**config.mk**
```make
export PLATFORM = sky130hd
export DESIGN_NAME = serial_port_ctrl
export DESIGN_NICKNAME = d
export VERILOG_FILES = /design/src/rtl/serial_port_pkg.sv /design/src/rtl/serial_port_ctrl.sv
export SDC_FILE = /design/constraint.sdc
export NUM_CORES = 1
export LEC_CHECK = 0
export BUFFER_PORTS_ARGS = -buffer_cell sky130_fd_sc_hd__buf_2
export CAP_MARGIN = 20
export CORE_UTILIZATION = 35
export DETAILED_ROUTE_END_ITERATION = 12
export SKIP_CTS_REPAIR_TIMING = 1
export SLEW_MARGIN = 20
export SYNTH_ARGS = -nofsm -noshare
export SYNTH_HDL_FRONTEND = slang
export SYNTH_SLANG_ARGS = --single-unit
```
**constraint.sdc**
```tcl
create_clock -name hclk -period 6 [get_ports hclk]
set_clock_uncertainty 0.1 [all_clocks]
set_input_delay 0.3 -clock hclk [delete_from_list [all_inputs] [get_ports hclk]]
set_output_delay 0.3 -clock hclk [all_outputs]
set_load 0.01 [all_outputs]
```
**src/rtl/serial_port_pkg.sv**
```systemverilog
package serial_port_pkg;
  // Register indices; byte address is four times the index
  localparam logic [7:0] IDX_POWER = 8'h87;
  localparam logic [7:0] IDX_CTRL = 8'h98;
  localparam logic [7:0] IDX_DATA = 8'h99;
  localparam logic [7:0] IDX_BAUD = 8'hf0;
  localparam logic [7:0] IDX_ISTAT = 8'hf1;
  localparam logic [7:0] IDX_IMASK = 8'hf2;
  localparam logic [7:0] IDX_NONE = 8'h00;
  localparam int ADDR_HI = 9;
  localparam int ADDR_LO = 2;
  // Control register fields
  localparam int CTL_HI = 7;
  localparam int CTL_LO = 6;
  localparam int CTL_MP = 5;
  localparam int CTL_REN = 4;
  localparam int CTL_TX9 = 3;
  localparam int CTL_RX9 = 2;
  localparam int CTL_TXF = 1;
  localparam int CTL_RXF = 0;
  // Power control fields
  localparam int PC_DOUBLE = 7;
  localparam int PC_FSEL = 6;
  // Interrupt status and mask fields
  localparam int IRQ_TX = 0;
  localparam int IRQ_RX = 1;
  localparam int IRQ_FERR = 2;
  localparam int IRQ_W = 3;
  // Reset values
  localparam logic [7:0] BAUD_RESET = 8'h0f;
  localparam logic [IRQ_W-1:0] IRQ_RESET = 3'h0;
  // Modes
  localparam logic [1:0] MODE_SYNC = 2'h0;
  localparam logic [1:0] MODE_ASYNC10 = 2'h1;
  localparam logic [1:0] MODE_FIXED11 = 2'h2;
  localparam logic [1:0] MODE_VAR11 = 2'h3;
  // Clocks per bit
  localparam logic [15:0] M0_SLOW = 16'h000c;
  localparam logic [15:0] M0_FAST = 16'h0004;
  localparam logic [15:0] M2_SLOW = 16'h0040;
  localparam logic [15:0] M2_FAST = 16'h0020;
  // Bits per frame and index of the ninth data bit
  localparam logic [3:0] NB_SYNC = 4'h8;
  localparam logic [3:0] NB_TEN = 4'ha;
  localparam logic [3:0] NB_ELEVEN = 4'hb;
  localparam logic [3:0] NINTH_IDX = 4'h9;
  localparam logic [3:0] LAST_DATA_IDX = 4'h8;
endpackage

```
**src/rtl/serial_port_ctrl.sv**
```systemverilog
// Register access over AHB-Lite was decided locally.
`timescale 1ns/1ps
// How it works
// RULE1: Mode bits pick sync 8-bit, async 10-bit variable, 11-bit fixed or 11-bit variable rate.
// RULE2: Control bit 7 is the upper mode bit, or the framing flag while framing select is set.
// RULE3: With framing select set, a received stop bit of zero sets the framing flag.
// RULE4: Software clears the framing flag; hardware never does.
// RULE5: In modes 2 and 3 with multiprocessor set, a zero ninth bit raises no receive-done flag.
// RULE6: In mode 1 with multiprocessor set, an invalid stop bit raises no receive-done flag.
// RULE7: In mode 0 the multiprocessor bit picks 12 clocks per bit at 0 and 4 clocks at 1.
// RULE8: Reception runs only while receive enable is 1.
// RULE9: In modes 2 and 3 the software ninth bit goes out as the ninth data bit.
// RULE10: The received ninth bit is bit 9 in modes 2 and 3 and the stop bit in mode 1 at mp 0.
// RULE11: Transmit-done sets after bit 8 in mode 0, at the start of the stop bit otherwise.
// RULE12: Software clears transmit-done; hardware never does.
// RULE13: Receive-done sets after bit 8 in mode 0, mid stop bit otherwise, after filtering.
// RULE14: Only software clears receive-done.
// RULE15: Baud double halves the bit time in modes 1, 2 and 3.
// RULE16: The data address reads the receive register and writes the transmit buffer.
// RULE17: Writing the transmit buffer while idle sends one frame in the current mode.
module serial_port_ctrl (
  // AHB-Lite slave
  input wire logic hclk,
  input wire logic hresetn,
  input wire logic hsel,
  input wire logic [31:0] haddr,
  input wire logic [1:0] htrans,
  input wire logic hwrite,
  input wire logic [2:0] hsize,
  input wire logic [31:0] hwdata,
  input wire logic hready,
  output logic hreadyout,
  output logic [31:0] hrdata,
  output logic hresp,
  // Serial pins; rxd is two-way in mode 0
  input wire logic rxd_in,
  output logic rxd_out,
  output logic rxd_oe,
  output logic txd,
  // Interrupt
  output logic irq
);
  typedef enum logic [1:0] {TX_IDLE = 2'b01, TX_SEND = 2'b10} tx_state_e;
  typedef enum logic [1:0] {RX_IDLE = 2'b01, RX_RUN = 2'b10} rx_state_e;

  function automatic logic [15:0] bit_clks(input logic [1:0] m, input logic mp,
                                           input logic dbl, input logic [7:0] rl);
    logic [15:0] base;
    base = {8'h00, rl} + 16'h0001;
    case (m)
      serial_port_pkg::MODE_SYNC: bit_clks = mp ? serial_port_pkg::M0_FAST
                                                : serial_port_pkg::M0_SLOW; // RULE7
      serial_port_pkg::MODE_FIXED11: bit_clks = dbl ? serial_port_pkg::M2_FAST
                                                    : serial_port_pkg::M2_SLOW; // RULE15
      default: bit_clks = dbl ? base : {base[14:0], 1'b0}; // RULE15
    endcase
  endfunction

  function automatic logic [3:0] frame_bits(input logic [1:0] m);
    case (m)
      serial_port_pkg::MODE_SYNC: frame_bits = serial_port_pkg::NB_SYNC;
      serial_port_pkg::MODE_ASYNC10: frame_bits = serial_port_pkg::NB_TEN;
      default: frame_bits = serial_port_pkg::NB_ELEVEN;
    endcase
  endfunction

  localparam int IRQ_W_L = serial_port_pkg::IRQ_W;
  localparam int ADDR_HI_L = serial_port_pkg::ADDR_HI;
  localparam int ADDR_LO_L = serial_port_pkg::ADDR_LO;

  // Bus state
  logic [7:0] a_idx_reg, a_idx_next;
  logic a_wr_reg, a_wr_next, a_rd_reg, a_rd_next;
  logic hready_reg, hready_next;
  logic [31:0] hrdata_reg, hrdata_next;
  logic [7:0] rd_val;
  // Port state
  logic mode_hi_reg, mode_hi_next, mode_lo_reg, mode_lo_next;
  logic mp_reg, mp_next, ren_reg, ren_next, tx9_reg, tx9_next, rx9_reg, rx9_next;
  logic txf_reg, txf_next, rxf_reg, rxf_next, ferr_reg, ferr_next;
  logic dbl_reg, dbl_next, fsel_reg, fsel_next;
  logic [7:0] baud_reg, baud_next, rbuf_reg, rbuf_next;
  logic [IRQ_W_L-1:0] istat_reg, istat_next, imask_reg, imask_next;
  tx_state_e tx_st_reg, tx_st_next;
  rx_state_e rx_st_reg, rx_st_next;
  logic [10:0] tx_sh_reg, tx_sh_next;
  logic [15:0] tx_cnt_reg, tx_cnt_next, rx_cnt_reg, rx_cnt_next;
  logic [3:0] tx_idx_reg, tx_idx_next, rx_idx_reg, rx_idx_next;
  logic [7:0] rx_data_reg, rx_data_next;
  logic nine_reg, nine_next;
  logic rxd_s1_reg, rxd_s2_reg, rxd_s3_reg;
  logic txd_reg, txd_next, rxd_out_reg, rxd_out_next, rxd_oe_reg, rxd_oe_next;
  logic irq_reg, irq_next;
  // Shared terms
  logic [1:0] mode;
  logic [15:0] per, half;
  logic [3:0] nb;
  logic [7:0] wdata;
  logic tx_ev, rx_ev, ferr_ev, stop_bit, accept;

  assign mode = {mode_hi_reg, mode_lo_reg}; // RULE1
  assign per = bit_clks(mode, mp_reg, dbl_reg, baud_reg);
  assign half = {1'b0, per[15:1]};
  assign nb = frame_bits(mode); // RULE1
  assign wdata = hwdata[7:0];

  // Bus: writes take no wait state, reads take one so read data comes from a flop
  always_comb begin
    a_wr_next = 1'b0;
    a_rd_next = 1'b0;
    a_idx_next = a_idx_reg;
    hrdata_next = hrdata_reg;
    hready_next = 1'b1;
    if (hsel && hready && htrans[1]) begin
      a_idx_next = (haddr[31:ADDR_HI_L+1] == '0) ? haddr[ADDR_HI_L:ADDR_LO_L]
                                                 : serial_port_pkg::IDX_NONE;
      a_wr_next = hwrite;
      a_rd_next = !hwrite;
      hready_next = hwrite;
    end
    if (a_rd_reg) begin
      hrdata_next = {24'h000000, rd_val};
    end
  end

  always_comb begin
    case (a_idx_reg)
      serial_port_pkg::IDX_CTRL: rd_val = {fsel_reg ? ferr_reg : mode_hi_reg, // RULE2
                                           mode_lo_reg, mp_reg, ren_reg, tx9_reg,
                                           rx9_reg, txf_reg, rxf_reg};
      serial_port_pkg::IDX_DATA: rd_val = rbuf_reg; // RULE16
      serial_port_pkg::IDX_POWER: rd_val = {dbl_reg, fsel_reg, 6'h00};
      serial_port_pkg::IDX_BAUD: rd_val = baud_reg;
      serial_port_pkg::IDX_ISTAT: rd_val = {5'h00, istat_reg};
      serial_port_pkg::IDX_IMASK: rd_val = {5'h00, imask_reg};
      default: rd_val = 8'h00;
    endcase
  end

  always_ff @(posedge hclk or negedge hresetn) begin
    if (!hresetn) begin
      a_idx_reg <= serial_port_pkg::IDX_NONE;
      a_wr_reg <= 1'b0;
      a_rd_reg <= 1'b0;
      hready_reg <= 1'b1;
      hrdata_reg <= 32'h00000000;
    end else begin
      a_idx_reg <= a_idx_next;
      a_wr_reg <= a_wr_next;
      a_rd_reg <= a_rd_next;
      hready_reg <= hready_next;
      hrdata_reg <= hrdata_next;
    end
  end

  // Port core; software writes are applied first so a hardware set wins
  always_comb begin
    mode_hi_next = mode_hi_reg;
    mode_lo_next = mode_lo_reg;
    mp_next = mp_reg;
    ren_next = ren_reg;
    tx9_next = tx9_reg;
    rx9_next = rx9_reg;
    txf_next = txf_reg;
    rxf_next = rxf_reg;
    ferr_next = ferr_reg;
    dbl_next = dbl_reg;
    fsel_next = fsel_reg;
    baud_next = baud_reg;
    rbuf_next = rbuf_reg;
    imask_next = imask_reg;
    istat_next = istat_reg;
    tx_st_next = tx_st_reg;
    rx_st_next = rx_st_reg;
    tx_sh_next = tx_sh_reg;
    tx_cnt_next = tx_cnt_reg;
    rx_cnt_next = rx_cnt_reg;
    tx_idx_next = tx_idx_reg;
    rx_idx_next = rx_idx_reg;
    rx_data_next = rx_data_reg;
    nine_next = nine_reg;
    tx_ev = 1'b0;
    rx_ev = 1'b0;
    ferr_ev = 1'b0;
    stop_bit = rxd_s2_reg;
    accept = 1'b0;
    if (a_wr_reg) begin
      case (a_idx_reg)
        serial_port_pkg::IDX_CTRL: begin
          if (fsel_reg) begin
            ferr_next = wdata[serial_port_pkg::CTL_HI]; // RULE4
          end else begin
            mode_hi_next = wdata[serial_port_pkg::CTL_HI]; // RULE2
          end
          mode_lo_next = wdata[serial_port_pkg::CTL_LO];
          mp_next = wdata[serial_port_pkg::CTL_MP];
          ren_next = wdata[serial_port_pkg::CTL_REN];
          tx9_next = wdata[serial_port_pkg::CTL_TX9]; // RULE9
          rx9_next = wdata[serial_port_pkg::CTL_RX9];
          txf_next = wdata[serial_port_pkg::CTL_TXF]; // RULE12
          rxf_next = wdata[serial_port_pkg::CTL_RXF]; // RULE14
        end
        serial_port_pkg::IDX_POWER: begin
          dbl_next = wdata[serial_port_pkg::PC_DOUBLE];
          fsel_next = wdata[serial_port_pkg::PC_FSEL];
        end
        serial_port_pkg::IDX_BAUD: baud_next = wdata;
        serial_port_pkg::IDX_IMASK: imask_next = wdata[IRQ_W_L-1:0];
        serial_port_pkg::IDX_ISTAT: istat_next = istat_reg & ~wdata[IRQ_W_L-1:0];
        default: ;
      endcase
    end
    // Transmitter; a write while busy is dropped
    case (tx_st_reg)
      TX_IDLE: begin
        if (a_wr_reg && a_idx_reg == serial_port_pkg::IDX_DATA) begin // RULE16
          tx_st_next = TX_SEND; // RULE17
          tx_cnt_next = per - 16'h0001;
          tx_idx_next = 4'h0;
          case (mode)
            serial_port_pkg::MODE_SYNC: tx_sh_next = {3'h7, wdata};
            serial_port_pkg::MODE_ASYNC10: tx_sh_next = {2'h3, wdata, 1'b0};
            default: tx_sh_next = {1'b1, tx9_reg, wdata, 1'b0}; // RULE9
          endcase
        end
      end
      TX_SEND: begin
        if (tx_cnt_reg == 16'h0000) begin
          tx_cnt_next = per - 16'h0001;
          tx_sh_next = {1'b1, tx_sh_reg[10:1]};
          tx_idx_next = tx_idx_reg + 4'h1;
          if (mode == serial_port_pkg::MODE_SYNC) begin
            if (tx_idx_reg == nb - 4'h1) begin
              tx_ev = 1'b1; // RULE11
              tx_st_next = TX_IDLE;
            end
          end else begin
            if (tx_idx_reg == nb - 4'h2) begin
              tx_ev = 1'b1; // RULE11
            end
            if (tx_idx_reg == nb - 4'h1) begin
              tx_st_next = TX_IDLE;
            end
          end
        end else begin
          tx_cnt_next = tx_cnt_reg - 16'h0001;
        end
      end
      default: tx_st_next = TX_IDLE;
    endcase
    // Receiver; sync mode only starts while receive-done is clear
    case (rx_st_reg)
      RX_IDLE: begin
        if (ren_reg) begin // RULE8
          if (mode == serial_port_pkg::MODE_SYNC) begin
            if (!rxf_reg && tx_st_reg == TX_IDLE && tx_st_next == TX_IDLE) begin
              rx_st_next = RX_RUN;
              rx_cnt_next = per - 16'h0001;
              rx_idx_next = 4'h0;
            end
          end else if (rxd_s3_reg && !rxd_s2_reg) begin
            rx_st_next = RX_RUN;
            rx_cnt_next = half;
            rx_idx_next = 4'h0;
          end
        end
      end
      RX_RUN: begin
        if (!ren_reg) begin
          rx_st_next = RX_IDLE; // RULE8
        end else if (rx_cnt_reg != 16'h0000) begin
          rx_cnt_next = rx_cnt_reg - 16'h0001;
        end else begin
          rx_cnt_next = per - 16'h0001;
          rx_idx_next = rx_idx_reg + 4'h1;
          if (mode == serial_port_pkg::MODE_SYNC) begin
            rx_data_next[rx_idx_reg[2:0]] = rxd_s2_reg;
            if (rx_idx_reg == nb - 4'h1) begin
              rbuf_next = rx_data_next;
              rx_ev = 1'b1; // RULE13
              rx_st_next = RX_IDLE;
            end
          end else if (rx_idx_reg == 4'h0) begin
            if (rxd_s2_reg) begin
              rx_st_next = RX_IDLE;
            end
          end else if (rx_idx_reg <= serial_port_pkg::LAST_DATA_IDX) begin
            rx_data_next[3'(rx_idx_reg - 4'h1)] = rxd_s2_reg;
          end else if (rx_idx_reg == nb - 4'h1) begin
            rx_st_next = RX_IDLE;
            if (fsel_reg && !stop_bit) begin
              ferr_ev = 1'b1; // RULE3
            end
            if (mode == serial_port_pkg::MODE_ASYNC10) begin
              accept = !mp_reg || stop_bit; // RULE6
            end else begin
              accept = !mp_reg || nine_reg; // RULE5
            end
            if (accept) begin
              rbuf_next = rx_data_reg;
              rx_ev = 1'b1; // RULE13
              if (mode != serial_port_pkg::MODE_ASYNC10) begin
                rx9_next = nine_reg; // RULE10
              end else if (!mp_reg) begin
                rx9_next = stop_bit; // RULE10
              end
            end
          end else if (rx_idx_reg == serial_port_pkg::NINTH_IDX) begin
            nine_next = rxd_s2_reg;
          end
        end
      end
      default: rx_st_next = RX_IDLE;
    endcase
    if (tx_ev) begin
      txf_next = 1'b1;
    end
    if (rx_ev) begin
      rxf_next = 1'b1;
    end
    if (ferr_ev) begin
      ferr_next = 1'b1;
    end
    istat_next[serial_port_pkg::IRQ_TX] = istat_next[serial_port_pkg::IRQ_TX] | tx_ev;
    istat_next[serial_port_pkg::IRQ_RX] = istat_next[serial_port_pkg::IRQ_RX] | rx_ev;
    istat_next[serial_port_pkg::IRQ_FERR] = istat_next[serial_port_pkg::IRQ_FERR] | ferr_ev;
    irq_next = |(istat_next & imask_next);
    // Pins; in mode 0 txd is the shift clock, low first and rising in the middle of a bit
    txd_next = 1'b1;
    rxd_out_next = 1'b1;
    rxd_oe_next = 1'b0;
    if (mode == serial_port_pkg::MODE_SYNC) begin
      if (tx_st_next == TX_SEND) begin
        rxd_oe_next = 1'b1;
        rxd_out_next = tx_sh_next[0];
        txd_next = tx_cnt_next < half;
      end else if (rx_st_next == RX_RUN) begin
        txd_next = rx_cnt_next < half;
      end
    end else if (tx_st_next == TX_SEND) begin
      txd_next = tx_sh_next[0];
    end
  end

  always_ff @(posedge hclk or negedge hresetn) begin
    if (!hresetn) begin
      mode_hi_reg <= 1'b0;
      mode_lo_reg <= 1'b0;
      mp_reg <= 1'b0;
      ren_reg <= 1'b0;
      tx9_reg <= 1'b0;
      rx9_reg <= 1'b0;
      txf_reg <= 1'b0;
      rxf_reg <= 1'b0;
      ferr_reg <= 1'b0;
      dbl_reg <= 1'b0;
      fsel_reg <= 1'b0;
      baud_reg <= serial_port_pkg::BAUD_RESET;
      rbuf_reg <= 8'h00;
      imask_reg <= serial_port_pkg::IRQ_RESET;
      istat_reg <= serial_port_pkg::IRQ_RESET;
      tx_st_reg <= TX_IDLE;
      rx_st_reg <= RX_IDLE;
      tx_sh_reg <= 11'h7ff;
      tx_cnt_reg <= 16'h0000;
      rx_cnt_reg <= 16'h0000;
      tx_idx_reg <= 4'h0;
      rx_idx_reg <= 4'h0;
      rx_data_reg <= 8'h00;
      nine_reg <= 1'b0;
      rxd_s1_reg <= 1'b1;
      rxd_s2_reg <= 1'b1;
      rxd_s3_reg <= 1'b1;
      txd_reg <= 1'b1;
      rxd_out_reg <= 1'b1;
      rxd_oe_reg <= 1'b0;
      irq_reg <= 1'b0;
    end else begin
      mode_hi_reg <= mode_hi_next;
      mode_lo_reg <= mode_lo_next;
      mp_reg <= mp_next;
      ren_reg <= ren_next;
      tx9_reg <= tx9_next;
      rx9_reg <= rx9_next;
      txf_reg <= txf_next;
      rxf_reg <= rxf_next;
      ferr_reg <= ferr_next;
      dbl_reg <= dbl_next;
      fsel_reg <= fsel_next;
      baud_reg <= baud_next;
      rbuf_reg <= rbuf_next;
      imask_reg <= imask_next;
      istat_reg <= istat_next;
      tx_st_reg <= tx_st_next;
      rx_st_reg <= rx_st_next;
      tx_sh_reg <= tx_sh_next;
      tx_cnt_reg <= tx_cnt_next;
      rx_cnt_reg <= rx_cnt_next;
      tx_idx_reg <= tx_idx_next;
      rx_idx_reg <= rx_idx_next;
      rx_data_reg <= rx_data_next;
      nine_reg <= nine_next;
      rxd_s1_reg <= rxd_in;
      rxd_s2_reg <= rxd_s1_reg;
      rxd_s3_reg <= rxd_s2_reg;
      txd_reg <= txd_next;
      rxd_out_reg <= rxd_out_next;
      rxd_oe_reg <= rxd_oe_next;
      irq_reg <= irq_next;
    end
  end

  assign hreadyout = hready_reg;
  assign hrdata = hrdata_reg;
  assign hresp = 1'b0;
  assign txd = txd_reg;
  assign rxd_out = rxd_out_reg;
  assign rxd_oe = rxd_oe_reg;
  assign irq = irq_reg;
endmodule // serial_port_ctrl

```
==> results_tabular.tex, run 1 <==
\begin{tabular}{lr}
\hline
Metric & Value \\
\hline
\multicolumn{2}{l}{\textbf{Outcome}} \\
Outcome & finished, final reports clean \\
\multicolumn{2}{l}{\textbf{Place}} \\
Placer's final routability congestion estimate & 0.8791 \\
Final HPWL from detailed placement & $\sim$17000 µm \\
Number of buffer cells added on primary ports & 57 \\
Instance area at placement & 0.009035 mm² \\
Number of placed instances with taps included & 1369 \\
\multicolumn{2}{l}{\textbf{Cells and area}} \\
Leading cell types in the layout, fill and taps excluded & sky130\_fd\_sc\_hd\_\_nand2\_1 (126), sky130\_fd\_sc\_hd\_\_dfrtp\_1 (100), sky130\_fd\_sc\_hd\_\_nor2\_1 (94), sky130\_fd\_sc\_hd\_\_o21ai\_0 (84), sky130\_fd\_sc\_hd\_\_a21oi\_1 (81) \\
Post-Layout Cell Count & 1411 \\
Commonest non-fill, non-tap cell in the layout & sky130\_fd\_sc\_hd\_\_nand2\_1 \\
Post-layout nets & 1183 \\
Multi-input gate area in the final layout & between 0.004 and 0.005 mm² \\
Final Cell Area & approximately 0.0097 mm² \\
Fillcell total & 2400 \\
Utilization after layout & 0.4073 \\
Ratio of cells with drive above 1 in the final layout & 0.1557 \\
Count of antenna diodes in the layout & 0 \\
Synthesis-to-finish area growth & 12.97\% \\
Flip-flop and latch area & 0.003107 mm² \\
\multicolumn{2}{l}{\textbf{Power and ir drop}} \\
Clock network fraction of total power & 0.351 \\
Switching power & 986.2 µW \\
Comb power frac & 0.301 \\
Leakage power & 0.004063 µW \\
PnR Total Power & about 2700 µW \\
Proportion of power drawn by flip-flops and latches & 0.348 \\
Worst ir drop on vdd & 0.0001843 V \\
Power Dens Cells & 279.5 mW/mm² \\
P\_int & 1718 µW \\
Sw frac & 0.3647 \\
\multicolumn{2}{l}{\textbf{STA}} \\
Accumulated negative setup slack & 0 ns \\
Number of setup violations in the final report & 0 \\
Worst max-slew margin expressed relative to the limit & 0.2719 \\
Minimum period implied by the final worst setup slack & 5.134 ns \\
Worst slew pin tran & 1.089 ns \\
Setup repair after global routing missed its margin & false \\
Slew Limit Fails & 0 \\
Ratio of final minimum period to clock period & 0.8556 \\
Final hold violations & 0 \\
Highest achievable clock rate & 0.1948 GHz \\
\multicolumn{2}{l}{\textbf{Die}} \\
Die height & approximately 160 µm \\
Starting Density & 0.3606 \\
Die Width & $\sim$160 µm \\
Area inside the core boundary & roughly 0.024 mm² \\
FP Rows & 56 \\
Area of the die & 0.02510 mm² \\
Top-level I/O count & 113 \\
\multicolumn{2}{l}{\textbf{Synthesis}} \\
Share of synthesized flip-flops with an asynchronous set or reset & 1.000 \\
Mean instance size in the synthesized netlist & 8.267 µm² \\
Top FF cell, synth & sky130\_fd\_sc\_hd\_\_dfrtp\_1 \\
Post-synthesis sequential element count & 123 \\
Mapped cell area & approximately 0.0086 mm² \\
Count of unique library cells instantiated by Yosys & 84 \\
Gate count after technology mapping & 1036 \\
Number of warnings reported in the yosys synthesis log & 0 \\
Portion of the post-synthesis area used by sequential elements & 0.3627 \\
Number of enable-type register cells in the synthesized netlist & 0 \\
\multicolumn{2}{l}{\textbf{Critical path}} \\
Worst Path Required & 6.19 ns \\
Cell Chain, Critical Path & inv\_1 > ha\_1 > buf\_4 > nor2\_1 > a22oi\_1 > o41ai\_1 > a21oi\_2 > nand2\_1 > o21ai\_1 > a21oi\_1 > o21ai\_0 > ha\_1 > a21oi\_1 > nor2b\_1 > o21ai\_0 > nand2b\_1 > or3\_1 > o221a\_2 > o41ai\_1 \\
Worst-case reg-to-reg path depth & 19 \\
Critical path's slowest cell & sky130\_fd\_sc\_hd\_\_ha\_1 \\
Setup crit start kind & flip-flop \\
Worst stage delay on the critical path & roughly 0.56 ns \\
Critical Path AT & 5.32 ns \\
Sum of buffers and inverters on the critical path & 2 \\
Worst R2R Setup Slack & 0.87 ns \\
Launch point of the worst reg-to-reg path & tx\_st\_reg[0] \\
Number of stages on the worst setup path & 19 \\
Gate family responsible for the most delay along the worst path & compound AO/OA/AOI/OAI gates \\
Type of the setup path with the least slack & reg2reg \\
Endpoint of the worst-slack reg-to-reg timing path & txd \\
Endpoint class of the critical path & flip-flop \\
Crit path max fanout & 15 \\
\multicolumn{2}{l}{\textbf{Min path}} \\
Worst Hold Launch & haddr[2] \\
Worst min-delay path class & in2reg \\
Hold endpoint & a\_idx\_reg[0] \\
Cells on Worst Hold Path & 2 \\
\multicolumn{2}{l}{\textbf{Route}} \\
WL per Instance & 17.26 µm \\
Via count & about 8k \\
Antenna-violating nets left & 0 \\
DR DRC count & 0 \\
Count of TritonRoute iterations in the first routing pass & 5 \\
Vias/cell & approximately 5.6 \\
DRC marker count from the first detailed-route iteration & 606 \\
Final Routed Wirelength & 24360 µm \\
\multicolumn{2}{l}{\textbf{CTS}} \\
H-tree lvl count & 4 \\
Buffer levels on the longest clock path & 2 \\
Buffer cell driving the clock tree root & sky130\_fd\_sc\_hd\_\_clkbuf\_16 \\
Clock slew at reported path FFs & about 0.060 ns \\
Num CTS Buffers & 17 \\
Number of clock sinks seen by CTS & 123 \\
TritonCTS clock tree & yes \\
Clock insertion delay at the later pin of the skew report & between 0.4 and 0.5 ns \\
\multicolumn{2}{l}{\textbf{Global route}} \\
GR Overflow Total & 0 \\
Wire length of the first global-routing pass & 38990 µm \\
Pin count of the biggest net entering global routing & 66 \\
Number of global-route vias before repair & $\sim$7.3k \\
Antenna violations before repair & 0 \\
GR Util All Layers & 0.2004 \\
\multicolumn{2}{l}{\textbf{Flow run}} \\
Total of max-cap violations & 0 \\
\hline
\end{tabular}
==> per-layer routing <==
metal,GRT usage,part of all wire
met5,0,0
met4,0.04762,0.015
met1,0.2785,0.47
met2,0.3154,0.45
met3,0.04382,0.061
==> cell usage after synthesis, types with 20 or more instances <==
| master | instances | area (µm²) |
|---|---|---|
| sky130_fd_sc_hd__buf_4 | 25 | 187.7 |
| sky130_fd_sc_hd__a21oi_1 | 81 | 405.4 |
| sky130_fd_sc_hd__dfrtp_1 | 100 | 2502 |
| sky130_fd_sc_hd__inv_1 | 45 | 168.9 |
| sky130_fd_sc_hd__o22ai_1 | 20 | 125.1 |
| sky130_fd_sc_hd__ha_1 | 29 | 362.9 |
| sky130_fd_sc_hd__o21ai_0 | 85 | 425.4 |
| sky130_fd_sc_hd__nor2_1 | 95 | 356.6 |
| sky130_fd_sc_hd__nand2_1 | 126 | 473.0 |
| sky130_fd_sc_hd__mux2_2 | 24 | 270.3 |
| sky130_fd_sc_hd__nand3_1 | 31 | 155.2 |
| sky130_fd_sc_hd__nor3_1 | 23 | 115.1 |
| sky130_fd_sc_hd__dfstp_2 | 23 | 604.3 |
| sky130_fd_sc_hd__clkbuf_1 | 43 | 161.4 |
==> power by group through the flow <==
stage / combinational [µW] / sequential (µW) / clock, µW
CTS: 795 / 939 / 965
global placement: 782 / 953 / 0
detailed placement: 789 / 953 / 0
finish: 814 / 942 / 948
global route: 902 / 950 / 1000
floorplan: 607 / 928 / 0
==> per-stage QoR <==
stage	setup WS (ns)	hold slack, ns
after global routing	0.4461	0.001460
after CTS	0.8783	-0.1330
after detailed placement	0.9131	0.2472
final	0.8665	0.003947
after floorplan	1.626	-0.09559
after global placement	0.8842	0.2459
==> kinds of logic (layout without fill, tap and decap cells) <==
family | Yosys count | after routing | synth area share
compound gates | 308 | 308 | 0.2297
xor+xnor | 21 | 21 | 0.02147
fa+ha+maj | 29 | 29 | 0.04237
buf+inv | 125 | 157 | 0.06793
flops | 123 | 123 | 0.3627
mux | 39 | 39 | 0.04909
other cells | 1 | 25 | 0.0004379
simple gates | 390 | 390 | 0.2263
==> final cells by class <==
cell class | count | share of cell area
multi-input combinational | 812 | 0.5142
sequential | 123 | 0.3211
timing repair buffer | 80 | 0.05017
clock buffer | 20 | 0.04617
tap | 319 | 0.04125
inverter | 45 | 0.01746
clock inverter | 12 | 0.009699
==> worst register-to-register path, stage by stage, from the launching register on <==
cell and delay, ns:
sky130_fd_sc_hd__dfstp_2 0.53, sky130_fd_sc_hd__inv_1 0.05, sky130_fd_sc_hd__ha_1 0.56, sky130_fd_sc_hd__buf_4 0.31
sky130_fd_sc_hd__nor2_1 0.09, sky130_fd_sc_hd__a22oi_1 0.19, sky130_fd_sc_hd__o41ai_1 0.17, sky130_fd_sc_hd__a21oi_2 0.35
sky130_fd_sc_hd__nand2_1 0.13, sky130_fd_sc_hd__o21ai_1 0.37, sky130_fd_sc_hd__a21oi_1 0.13, sky130_fd_sc_hd__o21ai_0 0.24
sky130_fd_sc_hd__ha_1 0.29, sky130_fd_sc_hd__a21oi_1 0.14, sky130_fd_sc_hd__nor2b_1 0.05, sky130_fd_sc_hd__o21ai_0 0.14
sky130_fd_sc_hd__nand2b_1 0.11, sky130_fd_sc_hd__or3_1 0.35, sky130_fd_sc_hd__o221a_2 0.28, sky130_fd_sc_hd__o41ai_1 0.42
==> worst max-delay path by stage <==
stage / from / end / slack, ns
finish: tx_st_reg[0] / txd / 0.87
CTS: tx_st_reg[0] / txd / 0.88
global route: baud_reg[0] / txd / 0.45
global placement: baud_reg[0] / txd / 0.88
floorplan: rx_cnt_reg[6] / txd / 1.63
detailed placement: baud_reg[0] / txd / 0.91
No activity file was read; power rests on OpenSTA's default activity.
==> run 2, diff against run 1 <==
--- a/config.mk
+++ b/config.mk
@@ -9,6 +9,7 @@
 export CAP_MARGIN = 20
 export CORE_UTILIZATION = 35
 export DETAILED_ROUTE_END_ITERATION = 12
+export GPL_ROUTABILITY_DRIVEN = 1
 export SKIP_CTS_REPAIR_TIMING = 1
 export SLEW_MARGIN = 20
 export SYNTH_ARGS = -nofsm -noshare
==> constraint.sdc (replaced) <==
create_clock -name hclk -period 4.79 [get_ports hclk]
set_clock_uncertainty 0.1 [all_clocks]
set_input_delay 0.2395 -clock hclk [delete_from_list [all_inputs] [get_ports hclk]]
set_output_delay 0.2395 -clock hclk [all_outputs]
set_load 0.01 [all_outputs]
==> run 2 against run 1 <==
  * The run now ends with negative hold slack left
  * Flip-flop and latch count unchanged
  * Total power up 32%
  * Critical path depth down 2
  * Combinational power up 34%
  * Sequential share of layout area down 1.3 points
  * Design area up 4.4%
  * Non-clock buffer count up 45
  * Via count up 2.5%
  * Register-to-register slack worse by 0.66 ns
  * Largest cell class unchanged
==> results_tabular.tex, run 2 (synthesized netlist as in run 1, its figures left out) <==
\begin{tabular}{lr}
\hline
Metric & Value \\
\hline
\multicolumn{2}{l}{\textbf{Route}} \\
DR DRC count & 0 (unchanged) \\
Antenna-violating nets left & 0 (unchanged) \\
Vias/cell & 5.554 (-0.71\%) \\
WL per Instance & 17.01 µm (-1.4\%) \\
Count of TritonRoute iterations in the first routing pass & 6 (+1) \\
Via count & 8087 (+2.5\%) \\
Final Routed Wirelength & 24770 µm (+1.7\%) \\
DRC marker count from the first detailed-route iteration & 601 (-0.83\%) \\
\multicolumn{2}{l}{\textbf{Global route}} \\
GRT met3 Usage & 0.04355 (-0.0002722) \\
Antenna violations before repair & 0 (unchanged) \\
GR Overflow Total & 0 (unchanged) \\
Met1 global-route usage & 0.2904 (+0.01189) \\
Pin count of the biggest net entering global routing & 59 (-11\%) \\
Wire length of the first global-routing pass & 40250 µm (+3.3\%) \\
Met2 layer usage reported by global route & 0.3254 (+0.01003) \\
GR Util All Layers & 0.2081 (+0.007637) \\
Global-route layer with the greatest usage & met2 \\
Number of global-route vias before repair & 7651 (+4.7\%) \\
\multicolumn{2}{l}{\textbf{Critical path}} \\
Gate family responsible for the most delay along the worst path & compound AO/OA/AOI/OAI gates \\
Critical path's slowest cell & sky130\_fd\_sc\_hd\_\_dfstp\_2 \\
Worst-case reg-to-reg path depth & 17 (-2) \\
Launch point of the worst reg-to-reg path & baud\_reg[0] \\
Worst stage delay on the critical path & 0.53 ns (-0.03 ns) \\
Cell Chain, Critical Path & ha\_1 > xnor2\_1 > nand3\_1 > o41ai\_1 > buf\_4 > xnor2\_1 > a21oi\_1 > o21ai\_0 > ha\_1 > a21o\_1 > a21oi\_1 > nor2b\_1 > o21ai\_0 > nand3b\_1 > or4\_1 > o41a\_1 > o41ai\_2 \\
Number of stages on the worst setup path & 17 (-2) \\
Setup crit start kind & flip-flop \\
Sum of buffers and inverters on the critical path & 1 (-1) \\
Critical Path AT & 4.81 ns (-0.51 ns) \\
Endpoint of the worst-slack reg-to-reg timing path & txd \\
Endpoint class of the critical path & flip-flop \\
Worst Path Required & 5.01 ns (-1.18 ns) \\
Type of the setup path with the least slack & reg2reg \\
Worst R2R Setup Slack & 0.20 ns (-0.66 ns) \\
Crit path max fanout & 6 (-9) \\
\multicolumn{2}{l}{\textbf{STA}} \\
Highest achievable clock rate & 0.2181 GHz (+12\%) \\
Accumulated negative setup slack & 0 ns (unchanged) \\
Final hold violations & 1 (+1) \\
Worst slew pin tran & 1.036 ns (-0.05363 ns) \\
Ratio of final minimum period to clock period & 0.9572 (+0.1017) \\
Fin worst setup slack & 0.2048 ns (-0.6616 ns) \\
Minimum period implied by the final worst setup slack & 4.585 ns (-0.5484 ns) \\
Number of setup violations in the final report & 0 (unchanged) \\
Worst max-slew margin expressed relative to the limit & 0.3077 (+0.03585) \\
Slew Limit Fails & 0 (unchanged) \\
Hold slack & -0.003619 ns (-0.007566 ns) \\
\multicolumn{2}{l}{\textbf{Flow run}} \\
Total of max-cap violations & 0 (unchanged) \\
\multicolumn{2}{l}{\textbf{Cells and area}} \\
Count of antenna diodes in the layout & 0 (unchanged) \\
Leading cell types in the layout, fill and taps excluded & sky130\_fd\_sc\_hd\_\_nand2\_1 (126), sky130\_fd\_sc\_hd\_\_dfrtp\_1 (100), sky130\_fd\_sc\_hd\_\_nor2\_1 (94), sky130\_fd\_sc\_hd\_\_o21ai\_0 (84), sky130\_fd\_sc\_hd\_\_a21oi\_1 (81) \\
Ratio of cells with drive above 1 in the final layout & 0.1917 (+0.03605) \\
Utilization after layout & 0.4251 (+0.01780) \\
Commonest non-fill, non-tap cell in the layout & sky130\_fd\_sc\_hd\_\_nand2\_1 \\
Post-layout nets & 1228 (+3.8\%) \\
Fillcell total & 2428 (+1.2\%) \\
Synthesis-to-finish area growth & 17.91\% \\
\multicolumn{2}{l}{\textbf{CTS}} \\
Number of clock sinks seen by CTS & 123 (unchanged) \\
Buffer cell driving the clock tree root & sky130\_fd\_sc\_hd\_\_clkbuf\_16 \\
Clock insertion delay at the later pin of the skew report & 0.43 ns (about the same) \\
TritonCTS clock tree & yes \\
Num CTS Buffers & 17 (unchanged) \\
H-tree lvl count & 4 (unchanged) \\
Clock slew at reported path FFs & 0.06 ns (about the same) \\
Buffer levels on the longest clock path & 2 (unchanged) \\
\multicolumn{2}{l}{\textbf{Die}} \\
Area of the die & 0.02510 mm² (unchanged) \\
Die height & 158.4 µm (unchanged) \\
FP Rows & 56 (unchanged) \\
Area inside the core boundary & 0.02375 mm² (unchanged) \\
Top-level I/O count & 113 (unchanged) \\
Die Width & 158.4 µm (unchanged) \\
Starting Density & 0.3606 (unchanged) \\
\multicolumn{2}{l}{\textbf{Place}} \\
Post-placement setup slack & 0.2180 ns (-0.6951 ns) \\
Number of buffer cells added on primary ports & 57 (unchanged) \\
Placer's final routability congestion estimate & 0.8799 (about the same) \\
Final HPWL from detailed placement & 18360 µm (+5.7\%) \\
\multicolumn{2}{l}{\textbf{Min path}} \\
Cells on Worst Hold Path & 3 (+1) \\
Hold endpoint & mode\_lo\_reg \\
Worst Hold Launch & hwdata[6] \\
Worst min-delay path class & in2reg \\
\multicolumn{2}{l}{\textbf{Power and ir drop}} \\
Power Dens Cells & 354.2 mW/mm² (+27\%) \\
Worst ir drop on vdd & 0.0002207 V (+20\%) \\
Leakage power & 0.004338 µW (+6.8\%) \\
\multicolumn{2}{l}{\textbf{Outcome}} \\
Violations in the final reports & negative hold slack \\
Outcome & finished, violations left \\
\hline
\end{tabular}
-- run 2: how the worst max path moves through the flow --
stage                  startpoint  slack, ns  endpoint
global route        tx_cnt_reg[0]      -0.04       txd
CTS                   baud_reg[0]       0.19       txd
global placement      baud_reg[0]       0.12       txd
finish                baud_reg[0]       0.20       txd
floorplan           rx_cnt_reg[6]       0.42       txd
detailed placement    baud_reg[0]       0.22       txd
-- run 2: worst reg2reg max path: cells and delay by family (launching register included) --
family	cells	cell delay [ns]
compound gates	8	1.85
simple gates	4	0.74
fa+ha+maj	2	0.60
flops	1	0.53
xor+xnor	2	0.44
buf+inv	1	0.21
-- run 2: layout make-up --
cell class,instances,area [µm²],share of cell area
timing repair buffer,125,828.3,0.08202
clock inverter,12,137.6,0.01363
sequential,123,3107,0.3076
inverter,45,168.9,0.01673
tap,319,399.1,0.03952
multi-input combinational,812,5001,0.4952
clock buffer,20,456.7,0.04522
-- run 2: where the power goes --
part / internal (µW) / total [µW] / leakage [µW] / switching [µW]
Clock: 798 / 1320 / 0.000287 / 520
Combinational: 416 / 1090 / 0.00249 / 674
Sequential: 1100 / 1170 / 0.00156 / 66.4
-- run 2: per-stage QoR --
stage	cells	power [µW]	cell area, µm²
final	1456	3577	10100
after global placement	1412	2227	9358
after detailed placement	1412	2237	9358
after CTS	1444	3565	9952
after global routing	1456	3769	10100
after floorplan	1060	1923	8655
-- run 2: per-layer routing --
layer / share of wire / vias up
li1: - / 3916
met1: 0.48 / 3858
met2: 0.45 / 285
met3: 0.058 / 28
met4: 0.014 / 0
met5: 0 / -
